===== src/hdl/mcr_pkg.sv =====
// package for the misc control register bank at 0x16..0x1f
// assumes byte-wide registers reached over a plain strobe port
package mcr_pkg;
  // ****************************************
  // register offsets
  // ****************************************
  localparam logic [7:0] MCR_ADDR_ANALOG_PIN = 8'h16;
  localparam logic [7:0] MCR_ADDR_OFFSET_ADJ = 8'h17;
  localparam logic [7:0] MCR_ADDR_EDGE_SEL = 8'h18;
  localparam logic [7:0] MCR_ADDR_TMR1_HIGH = 8'h19;
  localparam logic [7:0] MCR_ADDR_ANA_EN = 8'h1A;
  localparam logic [7:0] MCR_ADDR_RFC_CTRL = 8'h1B;
  localparam logic [7:0] MCR_ADDR_TMR4_HIGH = 8'h1C;
  localparam logic [7:0] MCR_ADDR_TRIM_HIGH = 8'h1D;
  localparam logic [7:0] MCR_ADDR_TRIM_LOW = 8'h1E;
  localparam logic [7:0] MCR_ADDR_INT2_REG = 8'h1F;
  // ****************************************
  // reset values
  // ****************************************
  localparam logic [7:0] MCR_RST_ANALOG_PIN = 8'h00;
  localparam logic [5:0] MCR_RST_OFFSET_ADJ = 6'h00;
  localparam logic [7:0] MCR_RST_EDGE_SEL = 8'h05;
  localparam logic [1:0] MCR_RST_2BIT = 2'h0;
  localparam logic [3:0] MCR_RST_NIBBLE = 4'h0;
  localparam logic MCR_RST_BIT = 1'b0;
  // ****************************************
  // field positions
  // ****************************************
  localparam int MCR_BIT_EDGE2 = 7;
  localparam int MCR_BIT_SEL2 = 6;
  localparam int MCR_BIT_SEL1 = 5;
  localparam int MCR_BIT_SEL0 = 4;
  localparam int MCR_BIT_TOP = 7;
  localparam int MCR_BIT_T4F = 6;
  localparam int MCR_BIT_INT2E = 3;
  localparam int MCR_BIT_T4E = 2;
  // edge codes and rfc pad code bounds
  localparam logic [1:0] MCR_EDGE_RISE = 2'h1;
  localparam logic [1:0] MCR_EDGE_FALL = 2'h2;
  localparam logic [1:0] MCR_EDGE_BOTH = 2'h3;
  localparam logic [3:0] MCR_PAD_LAST = 4'hD;
  localparam logic [3:0] MCR_PAD_PB_BASE = 4'h8;
  // ****************************************
  // carrier types
  // ****************************************
  typedef struct packed {
    logic [2:0] portb_analog_only;
    logic [4:0] porta_analog_only;
  } mcr_analog_t;
  typedef struct packed {
    logic offset_direction;
    logic [4:0] offset_magnitude;
  } mcr_offset_t;
  typedef struct packed {
    logic ext_irq2_edge;
    logic ext_irq2_pin_select;
    logic ext_irq1_pin_select;
    logic ext_irq0_pin_select;
    logic [1:0] ext_irq1_edge;
    logic [1:0] ext_irq0_edge;
  } mcr_edge_t;
  typedef struct packed {
    logic [1:0] pwm_ch4_duty_upper;
    logic [1:0] pwm_ch3_duty_upper;
    logic [1:0] pwm_ch2_duty_upper;
    logic [1:0] pwm_ch1_duty_upper;
  } mcr_duty_t;
  typedef struct packed {
    logic rise;
    logic fall;
  } mcr_trig_t;
endpackage


===== src/hdl/mcr_top.sv =====
// misc control register bank, offsets 0x16..0x1f
// assumes a core-side strobe bus, read data one cycle after the strobe
//
// Local design decision: the strobed register port.
`timescale 1ns/10ps
module mcr_top #(
  parameter logic [7:0] FACTORY_TRIM = 8'h80 // arbitrary default trim
) (
  input wire logic clk_sys_in,
  input wire logic reset_in,
  input wire logic [7:0] addr_in,
  input wire logic [7:0] wdata_in,
  input wire logic wr_in,
  input wire logic rd_in,
  output logic [7:0] rdata_out,
  input wire logic slow_mode_in,
  input wire logic [1:0] timer1_count_hi_in,
  input wire logic [1:0] timer4_count_hi_in,
  input wire logic timer4_underflow_in,
  input wire logic ext_irq2_pin_in,
  input wire logic ext_irq1_pin_in,
  input wire logic ext_irq0_pin_in,
  output mcr_pkg::mcr_analog_t analog_out,
  output mcr_pkg::mcr_offset_t offset_out,
  output mcr_pkg::mcr_edge_t edge_out,
  output mcr_pkg::mcr_duty_t duty_out,
  output logic [1:0] timer1_reload_hi_out,
  output logic [1:0] timer4_reload_hi_out,
  output logic comparator_on_out,
  output logic res_freq_on_out,
  output logic [3:0] res_freq_pad_out,
  output logic [7:0] porta_rfc_pad_out,
  output logic [5:0] portb_rfc_pad_out,
  output logic [10:0] rc_trim_value_out,
  output logic ext_irq2_flag_out,
  output logic timer_four_underflow_flag_out,
  output logic ext_irq2_enable_out,
  output logic timer_four_underflow_enable_out,
  output logic ext_irq2_req_out,
  output logic timer_four_underflow_req_out,
  output logic ext_irq1_event_out,
  output logic ext_irq0_event_out
);
  // ****************************************
  // write decode
  // ****************************************
  logic wr_analog, wr_offset, wr_edge, wr_t1, wr_ana, wr_rfc, wr_t4, wr_th, wr_tl, wr_int2;
  assign wr_analog = wr_in && (addr_in == mcr_pkg::MCR_ADDR_ANALOG_PIN);
  assign wr_offset = wr_in && (addr_in == mcr_pkg::MCR_ADDR_OFFSET_ADJ);
  assign wr_edge = wr_in && (addr_in == mcr_pkg::MCR_ADDR_EDGE_SEL);
  assign wr_t1 = wr_in && (addr_in == mcr_pkg::MCR_ADDR_TMR1_HIGH);
  assign wr_ana = wr_in && (addr_in == mcr_pkg::MCR_ADDR_ANA_EN);
  assign wr_rfc = wr_in && (addr_in == mcr_pkg::MCR_ADDR_RFC_CTRL);
  assign wr_t4 = wr_in && (addr_in == mcr_pkg::MCR_ADDR_TMR4_HIGH);
  assign wr_th = wr_in && (addr_in == mcr_pkg::MCR_ADDR_TRIM_HIGH);
  assign wr_tl = wr_in && (addr_in == mcr_pkg::MCR_ADDR_TRIM_LOW);
  assign wr_int2 = wr_in && (addr_in == mcr_pkg::MCR_ADDR_INT2_REG);

  // ****************************************
  // analog pin and offset registers
  // ****************************************
  // pin selects go straight to the pad ring as analog-only controls
  always_ff @(posedge clk_sys_in) begin
    if (reset_in) begin
      analog_out <= mcr_pkg::MCR_RST_ANALOG_PIN;
    end else if (wr_analog) begin
      analog_out <= wdata_in;
    end
  end

  // magnitude and sign are handed to the converter as is
  always_ff @(posedge clk_sys_in) begin
    if (reset_in) begin
      offset_out <= mcr_pkg::MCR_RST_OFFSET_ADJ;
    end else if (wr_offset) begin
      offset_out <= wdata_in[5:0];
    end
  end

  // ****************************************
  // interrupt pin and edge select
  // ****************************************
  always_ff @(posedge clk_sys_in) begin
    if (reset_in) begin
      edge_out <= mcr_pkg::MCR_RST_EDGE_SEL;
    end else if (wr_edge) begin
      edge_out <= wdata_in;
    end
  end

  // edge detection of the three external pins, gated by pin select
  logic [2:0] pin_d_r;
  always_ff @(posedge clk_sys_in) begin
    if (reset_in) begin
      pin_d_r <= 3'h0;
    end else begin
      pin_d_r <= {ext_irq2_pin_in, ext_irq1_pin_in, ext_irq0_pin_in};
    end
  end

  mcr_pkg::mcr_trig_t t2, t1, t0;
  assign t2 = '{rise: ext_irq2_pin_in & ~pin_d_r[2], fall: ~ext_irq2_pin_in & pin_d_r[2]};
  assign t1 = '{rise: ext_irq1_pin_in & ~pin_d_r[1], fall: ~ext_irq1_pin_in & pin_d_r[1]};
  assign t0 = '{rise: ext_irq0_pin_in & ~pin_d_r[0], fall: ~ext_irq0_pin_in & pin_d_r[0]};

  // two-bit edge code to a hit; reserved code never fires
  function automatic logic edge_hit(input logic [1:0] code, input mcr_pkg::mcr_trig_t t);
    logic hit;
    hit = 1'b0;
    case (code)
      mcr_pkg::MCR_EDGE_RISE: hit = t.rise;
      mcr_pkg::MCR_EDGE_FALL: hit = t.fall;
      mcr_pkg::MCR_EDGE_BOTH: hit = t.rise | t.fall;
      default: hit = 1'b0;
    endcase
    return hit;
  endfunction

  logic irq2_hit, irq1_hit, irq0_hit;
  assign irq2_hit = edge_out.ext_irq2_pin_select &&
    (edge_out.ext_irq2_edge ? t2.rise : t2.fall);
  assign irq1_hit = edge_out.ext_irq1_pin_select && edge_hit(edge_out.ext_irq1_edge, t1);
  assign irq0_hit = edge_out.ext_irq0_pin_select && edge_hit(edge_out.ext_irq0_edge, t0);

  // irq1 pulse for the main flag register, which lives outside this bank
  always_ff @(posedge clk_sys_in) begin
    if (reset_in) begin
      ext_irq1_event_out <= 1'b0;
    end else begin
      ext_irq1_event_out <= irq1_hit;
    end
  end

  // irq0 pulse, same one-cycle form so the far flag sets exactly once
  always_ff @(posedge clk_sys_in) begin
    if (reset_in) begin
      ext_irq0_event_out <= 1'b0;
    end else begin
      ext_irq0_event_out <= irq0_hit;
    end
  end

  // ****************************************
  // timer and pwm high bits
  // ****************************************
  always_ff @(posedge clk_sys_in) begin
    if (reset_in) begin
      timer1_reload_hi_out <= mcr_pkg::MCR_RST_2BIT;
      duty_out.pwm_ch2_duty_upper <= mcr_pkg::MCR_RST_2BIT;
      duty_out.pwm_ch1_duty_upper <= mcr_pkg::MCR_RST_2BIT;
    end else if (wr_t1) begin
      timer1_reload_hi_out <= wdata_in[5:4];
      duty_out.pwm_ch2_duty_upper <= wdata_in[3:2];
      duty_out.pwm_ch1_duty_upper <= wdata_in[1:0];
    end
  end

  always_ff @(posedge clk_sys_in) begin
    if (reset_in) begin
      timer4_reload_hi_out <= mcr_pkg::MCR_RST_2BIT;
      duty_out.pwm_ch4_duty_upper <= mcr_pkg::MCR_RST_2BIT;
      duty_out.pwm_ch3_duty_upper <= mcr_pkg::MCR_RST_2BIT;
    end else if (wr_t4) begin
      timer4_reload_hi_out <= wdata_in[7:6];
      duty_out.pwm_ch4_duty_upper <= wdata_in[3:2];
      duty_out.pwm_ch3_duty_upper <= wdata_in[1:0];
    end
  end

  // ****************************************
  // comparator and rfc control
  // ****************************************
  always_ff @(posedge clk_sys_in) begin
    if (reset_in) begin
      comparator_on_out <= mcr_pkg::MCR_RST_BIT;
    end else if (wr_ana) begin
      comparator_on_out <= wdata_in[mcr_pkg::MCR_BIT_TOP];
    end
  end

  always_ff @(posedge clk_sys_in) begin
    if (reset_in) begin
      res_freq_on_out <= mcr_pkg::MCR_RST_BIT;
      res_freq_pad_out <= mcr_pkg::MCR_RST_NIBBLE;
    end else if (wr_rfc) begin
      res_freq_on_out <= wdata_in[mcr_pkg::MCR_BIT_TOP];
      res_freq_pad_out <= wdata_in[3:0];
    end
  end

  // pad one-hot decode, registered; follows the select a cycle later
  logic [7:0] pa_pad_nxt;
  logic [5:0] pb_pad_nxt;
  logic [3:0] pb_index;
  assign pb_index = res_freq_pad_out - mcr_pkg::MCR_PAD_PB_BASE;
  always_comb begin
    pa_pad_nxt = 8'h00;
    pb_pad_nxt = 6'h00;
    if (res_freq_on_out) begin
      if (!res_freq_pad_out[3]) begin
        pa_pad_nxt[res_freq_pad_out[2:0]] = 1'b1;
      end else if (res_freq_pad_out <= mcr_pkg::MCR_PAD_LAST) begin
        pb_pad_nxt[pb_index[2:0]] = 1'b1;
      end
    end
  end

  always_ff @(posedge clk_sys_in) begin
    if (reset_in) begin
      porta_rfc_pad_out <= 8'h00;
      portb_rfc_pad_out <= 6'h00;
    end else begin
      porta_rfc_pad_out <= pa_pad_nxt;
      portb_rfc_pad_out <= pb_pad_nxt;
    end
  end

  // ****************************************
  // rc oscillator trim
  // ****************************************
  // writes outside slow mode are dropped so the running clock never jumps
  always_ff @(posedge clk_sys_in) begin
    if (reset_in) begin
      rc_trim_value_out <= {FACTORY_TRIM, 3'h0};
    end else if (slow_mode_in) begin
      if (wr_th) begin
        rc_trim_value_out[10:8] <= wdata_in[2:0];
      end
      if (wr_tl) begin
        rc_trim_value_out[7:0] <= wdata_in;
      end
    end
  end

  // ****************************************
  // second interrupt register
  // ****************************************
  // a new event wins over a software clear in the same cycle
  always_ff @(posedge clk_sys_in) begin
    if (reset_in) begin
      ext_irq2_flag_out <= mcr_pkg::MCR_RST_BIT;
    end else if (irq2_hit) begin
      ext_irq2_flag_out <= 1'b1;
    end else if (wr_int2) begin
      ext_irq2_flag_out <= wdata_in[mcr_pkg::MCR_BIT_TOP];
    end
  end

  // same priority here, so an underflow is never lost to a racing clear
  always_ff @(posedge clk_sys_in) begin
    if (reset_in) begin
      timer_four_underflow_flag_out <= mcr_pkg::MCR_RST_BIT;
    end else if (timer4_underflow_in) begin
      timer_four_underflow_flag_out <= 1'b1;
    end else if (wr_int2) begin
      timer_four_underflow_flag_out <= wdata_in[mcr_pkg::MCR_BIT_T4F];
    end
  end

  // irq2 enable, off after reset so no request leaks before software asks
  always_ff @(posedge clk_sys_in) begin
    if (reset_in) begin
      ext_irq2_enable_out <= mcr_pkg::MCR_RST_BIT;
    end else if (wr_int2) begin
      ext_irq2_enable_out <= wdata_in[mcr_pkg::MCR_BIT_INT2E];
    end
  end

  // underflow enable, same reset state as the irq2 enable
  always_ff @(posedge clk_sys_in) begin
    if (reset_in) begin
      timer_four_underflow_enable_out <= mcr_pkg::MCR_RST_BIT;
    end else if (wr_int2) begin
      timer_four_underflow_enable_out <= wdata_in[mcr_pkg::MCR_BIT_T4E];
    end
  end

  // irq2 request level follows flag and enable, one cycle behind
  always_ff @(posedge clk_sys_in) begin
    if (reset_in) begin
      ext_irq2_req_out <= 1'b0;
    end else begin
      ext_irq2_req_out <= ext_irq2_flag_out & ext_irq2_enable_out;
    end
  end

  // underflow request, same lag; registered so the output has no glitch
  always_ff @(posedge clk_sys_in) begin
    if (reset_in) begin
      timer_four_underflow_req_out <= 1'b0;
    end else begin
      timer_four_underflow_req_out <= timer_four_underflow_flag_out & timer_four_underflow_enable_out;
    end
  end

  // ****************************************
  // read back
  // ****************************************
  // unmapped addresses and unused bits read zero
  logic [7:0] rdata_nxt;
  always_comb begin
    rdata_nxt = 8'h00;
    case (addr_in)
      mcr_pkg::MCR_ADDR_ANALOG_PIN: rdata_nxt = analog_out;
      mcr_pkg::MCR_ADDR_OFFSET_ADJ: rdata_nxt = {2'h0, offset_out};
      mcr_pkg::MCR_ADDR_EDGE_SEL: rdata_nxt = edge_out;
      mcr_pkg::MCR_ADDR_TMR1_HIGH: rdata_nxt = {2'h0, timer1_count_hi_in, duty_out[3:0]};
      mcr_pkg::MCR_ADDR_ANA_EN: rdata_nxt = {comparator_on_out, 7'h00};
      mcr_pkg::MCR_ADDR_RFC_CTRL: rdata_nxt = {res_freq_on_out, 3'h0, res_freq_pad_out};
      mcr_pkg::MCR_ADDR_TMR4_HIGH: rdata_nxt = {timer4_count_hi_in, 2'h0, duty_out[7:4]};
      mcr_pkg::MCR_ADDR_TRIM_HIGH: rdata_nxt = {5'h00, rc_trim_value_out[10:8]};
      mcr_pkg::MCR_ADDR_TRIM_LOW: rdata_nxt = rc_trim_value_out[7:0];
      mcr_pkg::MCR_ADDR_INT2_REG: rdata_nxt = {ext_irq2_flag_out, timer_four_underflow_flag_out, 2'h0,
        ext_irq2_enable_out, timer_four_underflow_enable_out, 2'h0};
      default: rdata_nxt = 8'h00;
    endcase
  end

  // data valid only in the cycle after the read strobe
  always_ff @(posedge clk_sys_in) begin
    if (reset_in) begin
      rdata_out <= 8'h00;
    end else if (rd_in) begin
      rdata_out <= rdata_nxt;
    end else begin
      rdata_out <= 8'h00;
    end
  end
endmodule


===== config.mk =====
export PLATFORM = sky130hd
export DESIGN_NAME = mcr_top
export DESIGN_NICKNAME = d
export VERILOG_FILES = /design/src/hdl/mcr_pkg.sv /design/src/hdl/mcr_top.sv
export SDC_FILE = /design/constraint.sdc
export NUM_CORES = 1
export LEC_CHECK = 0
export ABC_CLOCK_PERIOD_IN_PS = 4130
export BUFFER_PORTS_ARGS = -buffer_cell sky130_fd_sc_hd__buf_2
export CAP_MARGIN = 20
export CORE_ASPECT_RATIO = 0.9
export CORE_MARGIN = 3
export CORE_UTILIZATION = 55
export CTS_CLUSTER_DIAMETER = 30
export DETAILED_ROUTE_END_ITERATION = 6
export PLACE_DENSITY = 0.89
export SLEW_MARGIN = 5
export SYNTH_ARGS = -nofsm -noshare
export SYNTH_HDL_FRONTEND = slang
export SYNTH_SLANG_ARGS = --single-unit
export TNS_END_PERCENT = 30

===== constraint.sdc =====
create_clock -name clk_sys_in -period 4.13 [get_ports clk_sys_in]
set_input_delay 1.239 -clock clk_sys_in [delete_from_list [all_inputs] [get_ports clk_sys_in]]
set_output_delay 1.239 -clock clk_sys_in [all_outputs]
set_load 0.005 [all_outputs]

* Yosys cells after proc, flatten, opt, wreduce, memory -nomap -nowiden
Index checks and enable logic that the tools add are counted.
** Cells by class
- Reductions and logical operators :: 22
- Mux-type cells :: 12
- Bitwise logic cells :: 20
- Add/subtract/negate cells :: 1
- Equal/unequal tests :: 16
- Magnitude comparators :: 5
** Operator list (count)
- == test 8 x 5 -> 1 bit, second input constant :: 10
- one-hot mux 8 bit (10 select lines) :: 1
- logical AND 1 bit :: 15
- inverter 1 bit :: 10
- bitwise AND 1 bit :: 8
- == test 2 bit, second input constant :: 4
- less-than comparator 3 x 4 -> 1 bit, second input constant :: 2
- 2-to-1 mux 1 bit :: 7
- demux 1 bit (select 3 bit) :: 2
- >= comparator 3 x 1 -> 1 bit, second input constant :: 2
- one-hot mux 1 bit (3 select lines) :: 2
- == test 2 x 1 -> 1 bit, second input constant :: 2
- <= comparator 4 bit, second input constant :: 1
- AND reduction 2 bit :: 2
- nonzero test 2 bit :: 2
- OR reduction 4 bit :: 1
- OR reduction 3 bit :: 1
- subtractor 3 x 1 -> 3 bit, second input constant :: 1
- bitwise OR 1 bit :: 2
- OR reduction 2 bit :: 1
** Word-level totals
- Register bits :: 84
- Input bits :: 29
- Output and inout port bits :: 81
- Word-level logic and storage cells :: 109

* Depth between registers and ports, before layout
Gate-level depths: netlist (run 1).
- Depth in word-level cells :: 5
- Depth in mapped cells :: 7
- Mapped depth without buffers :: 6

* Least setup slack after synthesis (run 1)
No wires, ideal clock.
- Path type :: input to register
- Start :: in addr_in[5]
- End :: reg rc_trim_value_out[3]
- Data required time :: 4.002 ns
- Stages :: 5
- Path buffers :: 1
- Library setup time :: 0.128 ns
- Setup slack :: 1.186 ns
- Arrival :: 2.816 ns
- Cells stage by stage :: or4b_4 > buf_6 > nor4_4 > mux2i_1 > nor2_1
** On the way
- Word-level cells in the longest chain between the ends :: 3
** Ends and longest elaborated chain
- start: declaration :: RTL line mcr_top.sv:11 : input wire logic [7:0] addr_in,
- == test 8 x 5 -> 1 bit :: RTL line mcr_top.sv:56 : assign wr_tl = wr_in && (addr_in == mcr_pkg::MCR_ADDR_TRIM_LOW);
- logical AND 1 bit :: RTL line mcr_top.sv:56
- AND reduction 2 bit (no line)
- end signal: assignment :: RTL line mcr_top.sv:224 : rc_trim_value_out <= {FACTORY_TRIM, 3'h0};
- end signal: assignment :: RTL line mcr_top.sv:230 : rc_trim_value_out[7:0] <= wdata_in;
- end: declaration :: RTL line mcr_top.sv:34 : output logic [10:0] rc_trim_value_out,
No other way between the ends.
A chain may end at the register's enable or synchronous reset.

* Worst setup path in the final report (run 1)
- Start :: in addr_in[5]
- End :: reg rc_trim_value_out[4]
Same word-level chain as after synthesis.

==> results.ini, run 1 <==
[setup_path]
rrSetupSlack_ps = 2850
cp_data_arrival_time_ps = 3210
worstPathRequired_ps = 4360
worstSetupStartpointType = input port
endpoint_kind = register
crit_fanout = 12
path_class = in2reg

[drt]
firstDrtPassIters = 4
route.antenna.remaining_nets = 0
drc = 0
vias = 3060
routed_wl_um = 9562
routed_via_density = 5.514
wl_per_cell_um = 17.23
drt-initial-drc-count = 253

[yosys]
synth_edf_count = 0
synth_seq_cells = 84
synth_flop_cell = dfxtp_1
ys_seq_area_frac = 0.4673
synth_cell_types = 42
syn_avg_cell_area_um2 = 9.752
synthCells = 369
ys_warn_count = 0
synthDominantCellAreaShare = 0.4673
yosysTopAreaCell = dfxtp_1
syn-num-nets = 402
synthTopCellsByArea = dfxtp_1 (47%), mux2i_1 (16%), nor2_1 (7.4%)
syn_area_um2 = 3598
async_reset_ff_frac = 0

[clocking]
cts_tree = done
post-cts-setup-buffers = 0
clkTransAtPathRegs_ps = 90
htree_num_levels = 3
cts_hold_buf = 0
cts_made_buffers = 9
cts_resized = 0
clock_sinks = 84
cts_buffer_depth = 2
root_buffer = clkbuf_8
clock_latency_ps = 360

[timing]
slew_viol_final = 0
fmax_ghz = 0.3347
finalCritPeriodShare = 0.7234
min_period_ps = 2988
rsz0062_at_grt = no
finalSetupViolCount = 0
skew_ps = 7.423
fin_tns_setup_ps = 0
tightest_slew_ps = 927.4
hold_violations = 0
maxSlewHeadroom = 0.3771

[die]
rows = 27
die_x_um = 91.26
die_area_um2 = 7550
ios = 110
initial_core_util = 0.5789
core_um2 = 6216
die_y_um = 82.74

[placed_design]
placedCellCount = 539
finalWeightedCongestion = 0.8229
placed_cell_area_um2 = 4149
hpwl_um = 6760
port_buffers = 109

[run_status]
run_status = completed

[global_routing]
use_met3 = 0.08696
gr-total-overflow = 0
use_met1 = 0.3267
met2_usage = 0.4291
grt.busiest_layer = met2
grt_max_degree = 65
antenna_found_initial = 0
first_global_vias = 2992
track_usage = 0.2592
grt_pass1_wl_um = 15240

[final_layout]
finalInstanceArea_um2 = 4372
finalNetCount = 496
final_cells = 555
area_growth_pct = 21.49
diodes = 0
drive_gt1_frac = 0.3056
mostFrequentLayoutCells = buf_2 (109), dfxtp_1 (84), nor2_1 (71), mux2i_1 (59), nand2_1 (18)
final_common_cell = buf_2

[worst_hold_path]
hp-class = reg2reg

[pwr]
vdd_drop_max_v = 0.0003238
power.total_uw = 1556
power_density_nw_per_um2 = 356.0
leakage_uw = 0.001870

[flow_run]
cap_violations = 0

cells in the mapped netlist (5+ instances only):
library cell	instances
clkbuf_1	20
nor3b_1	6
dfxtp_1	84
a21oi_1	8
nor2b_1	10
nor4_4	5
nand3_1	8
nand2b_1	6
nor2_1	71
nand2_1	18
nor3_1	6
mux2_2	6
mux2i_1	59
inv_1	8
worst max-delay path, cell delays in order:
cell     delay, ps
buf_2          100
or4b_4         670
nor4_4         850
mux2i_1        280
nor2_1          60
routing by layer:
layer,routed length (µm),vias up
met5,0,-
li1,-,1472
met2,4471,128
met4,98,0
met1,4106,1450
met3,886,10
final cells by class:
cell class	count	area, µm²
clock buffer	9	123.9
clock inverter	7	98.84
fill	520	1844
inverter	8	30.03
multi-input combinational	250	1775
sequential	84	1682
tap	87	108.9
timing repair buffer	110	553.0
worst paths after layout:
| path | endpoint | cells past startpoint | start |
|---|---|---|---|
| max | rc_trim_value_out[4] | 5 | addr_in[5] |
| min | timer_four_underflow_req_out | 2 | timer_four_underflow_flag_out |
| max reg2reg | rdata_out[3] | 4 | rc_trim_value_out[3] |
| min reg2reg | timer_four_underflow_req_out | 2 | timer_four_underflow_flag_out |
registers in the layout (all words and copies together) (netlist names), 6 cells and up:
name               flops
duty_out               8
portb_rfc_pad_out      6
rc_trim_value_out     11
offset_out             6
edge_out               8
porta_rfc_pad_out      8
analog_out             8
rdata_out              8
metrics by stage:
step                      hold slack, ps  worst slack (ps)    util
after floorplan                    450.0              1186       -
after global placement             468.9             824.6  0.6675
after detailed placement           468.4             776.1  0.6675
after CTS                          483.1              1154  0.7033
after global routing               514.9              1071  0.7033
final                              482.1              1142  0.7033
logic make-up (layout without fill, tap and decap cells):
kind of cell | Yosys count | count (layout) | share of synthesized area
flops | 84 | 84 | 0.4673
compound gates | 35 | 35 | 0.06989
mux | 67 | 67 | 0.1954
simple gates | 144 | 144 | 0.2142
fa+ha+maj | 4 | 4 | 0.01391
buf+inv | 35 | 134 | 0.03929
report_power, final:
part / leakage, µW / switching [µW] / total [µW] / internal (µW)
clock: 0.000110 / 308 / 652 / 345
sequential: 0.000678 / 2.21 / 814 / 812
combinational: 0.00108 / 61.0 / 89.9 / 28.9
total: 0.00187 / 371 / 1560 / 1190
No activity file was read; power rests on OpenSTA's default activity.
==> run 2, diff against run 1 <==
--- a/config.mk
+++ b/config.mk
@@ -5,15 +5,16 @@
 export SDC_FILE = /design/constraint.sdc
 export NUM_CORES = 1
 export LEC_CHECK = 0
-export ABC_CLOCK_PERIOD_IN_PS = 4130
+export ABC_AREA = 1
+export ABC_CLOCK_PERIOD_IN_PS = 2700
 export BUFFER_PORTS_ARGS = -buffer_cell sky130_fd_sc_hd__buf_2
 export CAP_MARGIN = 20
 export CORE_ASPECT_RATIO = 0.9
 export CORE_MARGIN = 3
-export CORE_UTILIZATION = 55
+export CORE_UTILIZATION = 46
 export CTS_CLUSTER_DIAMETER = 30
 export DETAILED_ROUTE_END_ITERATION = 6
-export PLACE_DENSITY = 0.89
+export PLACE_DENSITY = 0.8
 export SLEW_MARGIN = 5
 export SYNTH_ARGS = -nofsm -noshare
 export SYNTH_HDL_FRONTEND = slang
==> constraint.sdc (replaced) <==
create_clock -name clk_sys_in -period 2.7 [get_ports clk_sys_in]
set_input_delay 0.81 -clock clk_sys_in [delete_from_list [all_inputs] [get_ports clk_sys_in]]
set_output_delay 0.81 -clock clk_sys_in [all_outputs]
set_load 0.005 [all_outputs]
==> run 2 against run 1 <==
Net effect: final cell count is 20% higher; register-to-register slack got worse by 1200 ps; critical path depth up 3; sequential power rose by 54%; first-iteration DRC count is 29% higher; synthesized cell count rose by 24%; non-clock buffer count is 4 higher; clock power is 47% higher; worst hold slack got worse by 31 ps.
==> results.ini, run 2 <==
[drt]
drc = 0
firstDrtPassIters = 4
drt-initial-drc-count = 327
wl_per_cell_um = 16.04
routed_wl_um = 10650
route.antenna.remaining_nets = 0
vias = 3601
routed_via_density = 5.423

[flow_run]
cap_violations = 0

[final_layout]
area_growth_pct = 23.26
top_register = rc_trim_value_out
largest_reg_flops = 11
final_common_cell = buf_2
drive_gt1_frac = 0.2557
diodes = 0
area.sequential_um2 = 1682
finalNetCount = 600
multi_input_area_um2 = 1460
nFillCells = 685
mostFrequentLayoutCells = buf_2 (109), dfxtp_1 (84), inv_1 (73), a21oi_1 (55), o21ai_0 (54)

[setup_path]
worstSetupStartpointType = input port
slowest_delay_ps = 290
worstPathRequired_ps = 2940
crit_cells = 8
reg2reg_to = porta_rfc_pad_out[6]
r2r_start = res_freq_on_out
path_cells = buf_2 -> inv_1 -> nand2_1 -> nor2_8 -> buf_4 -> nand3_1 -> o21ai_0 -> a21oi_1
path_class = in2reg
rr_worst_depth = 4
endpoint_kind = register
rrSetupSlack_ps = 1650
cp_top_family = simple AND/OR/NAND/NOR gates
crit_fanout = 16
slowest_stage = nand3_1
cp_data_arrival_time_ps = 2170
worst-path-buf-inv = 3

[yosys]
synth_seq_cells = 84
synth.most_common_cell = dfxtp_1
async_reset_ff_frac = 0
synthTopCellsByArea = dfxtp_1 (48%), a21oi_1 (7.8%), inv_1 (7.8%)
syn_avg_cell_area_um2 = 7.676
synth_common_cells = dfxtp_1 (84), inv_1 (73), a21oi_1 (55)
synthDominantCellAreaShare = 0.4773
ys_warn_count = 0
synth_flop_cell = dfxtp_1
syn-num-nets = 492
yosysTopAreaCell = dfxtp_1
syn_area_um2 = 3523
synthCells = 459
synth_edf_count = 0
synth_cell_types = 30
ys_seq_area_frac = 0.4773

[pwr]
power_density_nw_per_um2 = 537.8
leakage_uw = 0.002027
p_seq_frac = 0.534
vdd_drop_max_v = 0.0003039
power.total_uw = 2336
sw_frac_of_total = 0.2311
power_frac_clock = 0.409
p_switching_uw = 539.8
intPower_uw = 1796
p_comb_frac = 0.057

[placed_design]
port_buffers = 109
hpwl_um = 7899
dp_slack_ps = 434.9
finalWeightedCongestion = 0.8944

[run_status]
run_status = completed

[global_routing]
track_usage = 0.2456
grt_max_degree = 23
first_global_vias = 3403
gr-total-overflow = 0
grt_pass1_wl_um = 16770
antenna_found_initial = 0

[timing]
fin_tns_setup_ps = 0
finalSetupViolCount = 0
fmax_ghz = 0.5180
maxSlewHeadroom = 0.5971
finalCritPeriodShare = 0.7150
rsz0062_at_grt = no
finalWorstSetupSlack_ps = 769.6
hold_violations = 0
slew_viol_final = 0
skew_ps = 5.225
tightest_slew_ps = 603.8
min_period_ps = 1930

[clocking]
clkTransAtPathRegs_ps = 80
clock_latency_ps = 360
post-cts-setup-buffers = 0
root_buffer = clkbuf_8
clock_sinks = 84
cts_buffer_depth = 2
cts_hold_buf = 0
htree_num_levels = 3
cts_resized = 0
cts_made_buffers = 9
cts_tree = done

[worst_hold_path]
hp-start = timer4_reload_hi_out[1]
holdPathEnd = timer4_reload_hi_out[1]
hp-class = reg2reg
whs_path_depth = 2

[die]
die_area_um2 = 8747
die_y_um = 89.03
initial_core_util = 0.4855
ios = 110
die_x_um = 98.25
rows = 29
core_um2 = 7257

run 2: cell count changes after synthesis, moves of 7 or more:
cell | before | now
nand2_1 | 18 | 37
clkbuf_1 | 20 | 6
o21ai_0 | 3 | 54
nand3_1 | 8 | 44
mux2i_1 | 59 | 0
nor2b_1 | 10 | 0
inv_1 | 8 | 73
a21oi_1 | 8 | 55
nand4_1 | 0 | 7
nor2_1 | 71 | 43
run 2: worst max-delay path by stage:
stage                     slack (ps)                 to  startpoint
after floorplan                  910  ext_irq2_flag_out  addr_in[6]
after global placement           520      offset_out[5]  addr_in[6]
after detailed placement         430      offset_out[1]  addr_in[6]
after CTS                        810      offset_out[1]  addr_in[6]
after global routing             610      offset_out[4]  addr_in[6]
final                            770      offset_out[0]  addr_in[6]
run 2: area by class of cell:
class	count	area share
Timing Repair Buffer	114	0.1371
Sequential cell	84	0.3872
Clock buffer	10	0.02939
Clock inverter	5	0.01786
Multi-Input combinational cell	283	0.3362
Inverter	75	0.06540
Tap cell	93	0.02679
run 2: worst min-delay path, delay by kind of cell (launching register included):
family | cells | cell delay (ps)
buffers and inverters | 1 | 50
AO/OA/AOI/OAI | 1 | 50
flip-flops | 1 | 320
run 2: logic make-up after synthesis:
logic type               count (synthesis)  share of synthesized area
flip-flops                              84                     0.4773
AO/OA/AOI/OAI                          124                     0.1843
adder cells (fa/ha/maj)                  4                    0.01421
AND/OR/NAND/NOR                        155                     0.2159
buffers and inverters                   92                     0.1083
run 2: per-layer routing:
layer | global-route usage | routed length, µm
met1 | 0.3113 | 4495
met2 | 0.4023 | 5011
met3 | 0.05850 | 835
met4 | 0.1154 | 310
met5 | 0 | 0
run 2: per-stage QoR:
stage / util / hold WS, ps / cells / instance area (µm²)
2_1_floorplan: - / 440.2 / 459 / 3523
3_3_place_gp: 0.5702 / 431.5 / 649 / 4138
3_5_place_dp: 0.5702 / 443.0 / 649 / 4138
4_1_cts: 0.5984 / 456.4 / 664 / 4343
5_1_grt: 0.5984 / 490.7 / 664 / 4343
6_report: 0.5984 / 451.4 / 664 / 4343
run 2: power by group through the flow:
stage | sequential, µW | clock (µW) | combinational [µW]
finish | 1250 | 956 | 133
detailed placement | 1280 | 0 | 130
global route | 1250 | 1020 | 145
CTS | 1250 | 954 | 131
floorplan | 1280 | 0 | 69.0
global placement | 1280 | 0 | 126
==> run 3, diff against run 2 <==
--- a/config.mk
+++ b/config.mk
@@ -6,15 +6,15 @@
 export NUM_CORES = 1
 export LEC_CHECK = 0
 export ABC_AREA = 1
-export ABC_CLOCK_PERIOD_IN_PS = 2700
+export ABC_CLOCK_PERIOD_IN_PS = 1900
 export BUFFER_PORTS_ARGS = -buffer_cell sky130_fd_sc_hd__buf_2
 export CAP_MARGIN = 20
 export CORE_ASPECT_RATIO = 0.9
 export CORE_MARGIN = 3
-export CORE_UTILIZATION = 46
+export CORE_UTILIZATION = 51
 export CTS_CLUSTER_DIAMETER = 30
 export DETAILED_ROUTE_END_ITERATION = 6
-export PLACE_DENSITY = 0.8
+export PLACE_DENSITY = 0.84
 export SLEW_MARGIN = 5
 export SYNTH_ARGS = -nofsm -noshare
 export SYNTH_HDL_FRONTEND = slang
==> constraint.sdc (replaced) <==
create_clock -name clk_sys_in -period 1.9 [get_ports clk_sys_in]
set_input_delay 0.57 -clock clk_sys_in [delete_from_list [all_inputs] [get_ports clk_sys_in]]
set_output_delay 0.57 -clock clk_sys_in [all_outputs]
set_load 0.005 [all_outputs]
==> run 3 against run 2 <==
Net effect: clock power up 36%; die area down 9.2%; wire length down 0.65%; via count up 1.8%; largest cell class unchanged; clock skew up 1.7 ps.
==> results.ini, run 3 (synthesis gave the netlist of run 2 again) <==
[run_status]
run_status = completed

[timing]
finalSetupViolCount = 0
tightest_slew_ps = 390.0
whs_ps = 438.6
maxSlewHeadroom = 0.7394
hold_violations = 0
fin_tns_setup_ps = 0
rsz0062_at_grt = no
skew_ps = 6.921
min_period_ps = 1551
slew_viol_final = 0
fmax_ghz = 0.6447
finalCritPeriodShare = 0.8164

[setup_path]
cp_data_arrival_time_ps = 980
slowest_delay_ps = 460
path_class = reg2out
path_cells = buf_2
cp_top_family = flip-flops
reg2reg_to = rdata_out[0]
rr_worst_depth = 4
crit_fanout = 6
worst-path-buf-inv = 1
worstSetupStartpointType = register
worstPathRequired_ps = 1330
slowest_stage = dfxtp_1
r2r_start = rc_trim_value_out[0]
rrSetupSlack_ps = 920
endpoint_kind = output port

[worst_hold_path]
hp-class = in2reg
holdPathEnd = pin_d_r[2]
whs_path_depth = 3
hp-start = ext_irq2_pin_in

[drt]
wl_per_cell_um = 15.70
drt-initial-drc-count = 266
routed_via_density = 5.438
route.antenna.remaining_nets = 0
drc = 0
vias = 3665
routed_wl_um = 10580
firstDrtPassIters = 5

[pwr]
vdd_drop_max_v = 0.0005412
leakage_uw = 0.002082
power_density_nw_per_um2 = 739.5

[final_layout]
mostFrequentLayoutCells = buf_2 (109), dfxtp_1 (84), inv_1 (73), a21oi_1 (55), o21ai_0 (54)
drive_gt1_frac = 0.2723
diodes = 0
multi_input_area_um2 = 1460
final_cells = 674
top_register = rc_trim_value_out
nFillCells = 578
finalNetCount = 612
final_common_cell = buf_2
largest_reg_flops = 11
area.sequential_um2 = 1682
area_growth_pct = 25.60
finalInstanceArea_um2 = 4425

[clocking]
cts_hold_buf = 0
cts_tree = done
htree_num_levels = 3
clock_sinks = 84
cts_resized = 0
root_buffer = clkbuf_8
cts_buffer_depth = 2
clkTransAtPathRegs_ps = 90
post-cts-setup-buffers = 0
clock_latency_ps = 360
cts_made_buffers = 9

[flow_run]
cap_violations = 0

[global_routing]
grt_pass1_wl_um = 17060
gr-total-overflow = 0
antenna_found_initial = 0
track_usage = 0.2738
first_global_vias = 3415
grt_max_degree = 28

[placed_design]
placed_cell_area_um2 = 4224
placedCellCount = 658
hpwl_um = 7907
port_buffers = 109
finalWeightedCongestion = 0.9266

[die]
rows = 28
die_x_um = 93.62
die_area_um2 = 7943
core_um2 = 6621
die_y_um = 84.85
ios = 110
initial_core_util = 0.5321

==> run 3: report_power, final <==
group	leakage, µW	internal, µW	switching, µW
Sequential	0.000678	1770	4.98
Clock	0.0000946	621	682
Combinational	0.00131	63.3	136
Total	0.00208	2450	822
==> run 3: metal layers <==
layer  global-route usage  routed length, µm  vias to the layer above
li1                     -                  -                     1756
met1               0.3614               4381                     1676
met2               0.4390               4935                      207
met3              0.07181               1060                       26
met4              0.09055                206                        0
met5                    0                  0                        -
==> run 3: per-stage QoR <==
stage	setup slack [ps]	power, µW	utilization
final	348.9	3273	0.6684
after floorplan	349.6	1910	-
after global placement	58.14	1998	0.6379
after global routing	189.1	3389	0.6684
after detailed placement	7.227	2005	0.6379
after CTS	346.3	3270	0.6684
==> run 3: final cells by class <==
type / count / share of cell area
timing repair buffer: 126 / 0.1549
sequential: 84 / 0.3800
clock inverter: 6 / 0.01668
clock buffer: 10 / 0.02884
tap: 90 / 0.02545
inverter: 75 / 0.06418
multi-input combinational: 283 / 0.3299
==> run 3: worst max-delay path by stage <==
| stage | endpoint | startpoint | cells past startpoint | slack (ps) |
|---|---|---|---|---|
| after floorplan | ext_irq2_flag_out | addr_in[6] | 9 | 350 |
| after global placement | analog_out[1] | addr_in[6] | 9 | 60 |
| after detailed placement | res_freq_pad_out[1] | addr_in[7] | 9 | 7 |
| after CTS | res_freq_pad_out[0] | res_freq_pad_out[0] | 1 | 350 |
| after global routing | res_freq_pad_out[1] | addr_in[7] | 9 | 190 |
| final | edge_out[2] | edge_out[2] | 1 | 350 |
==> run 3: worst min-delay path, stage by stage <==
cell and delay, ps:
buf_2 80, inv_1 40, nor2_1 70
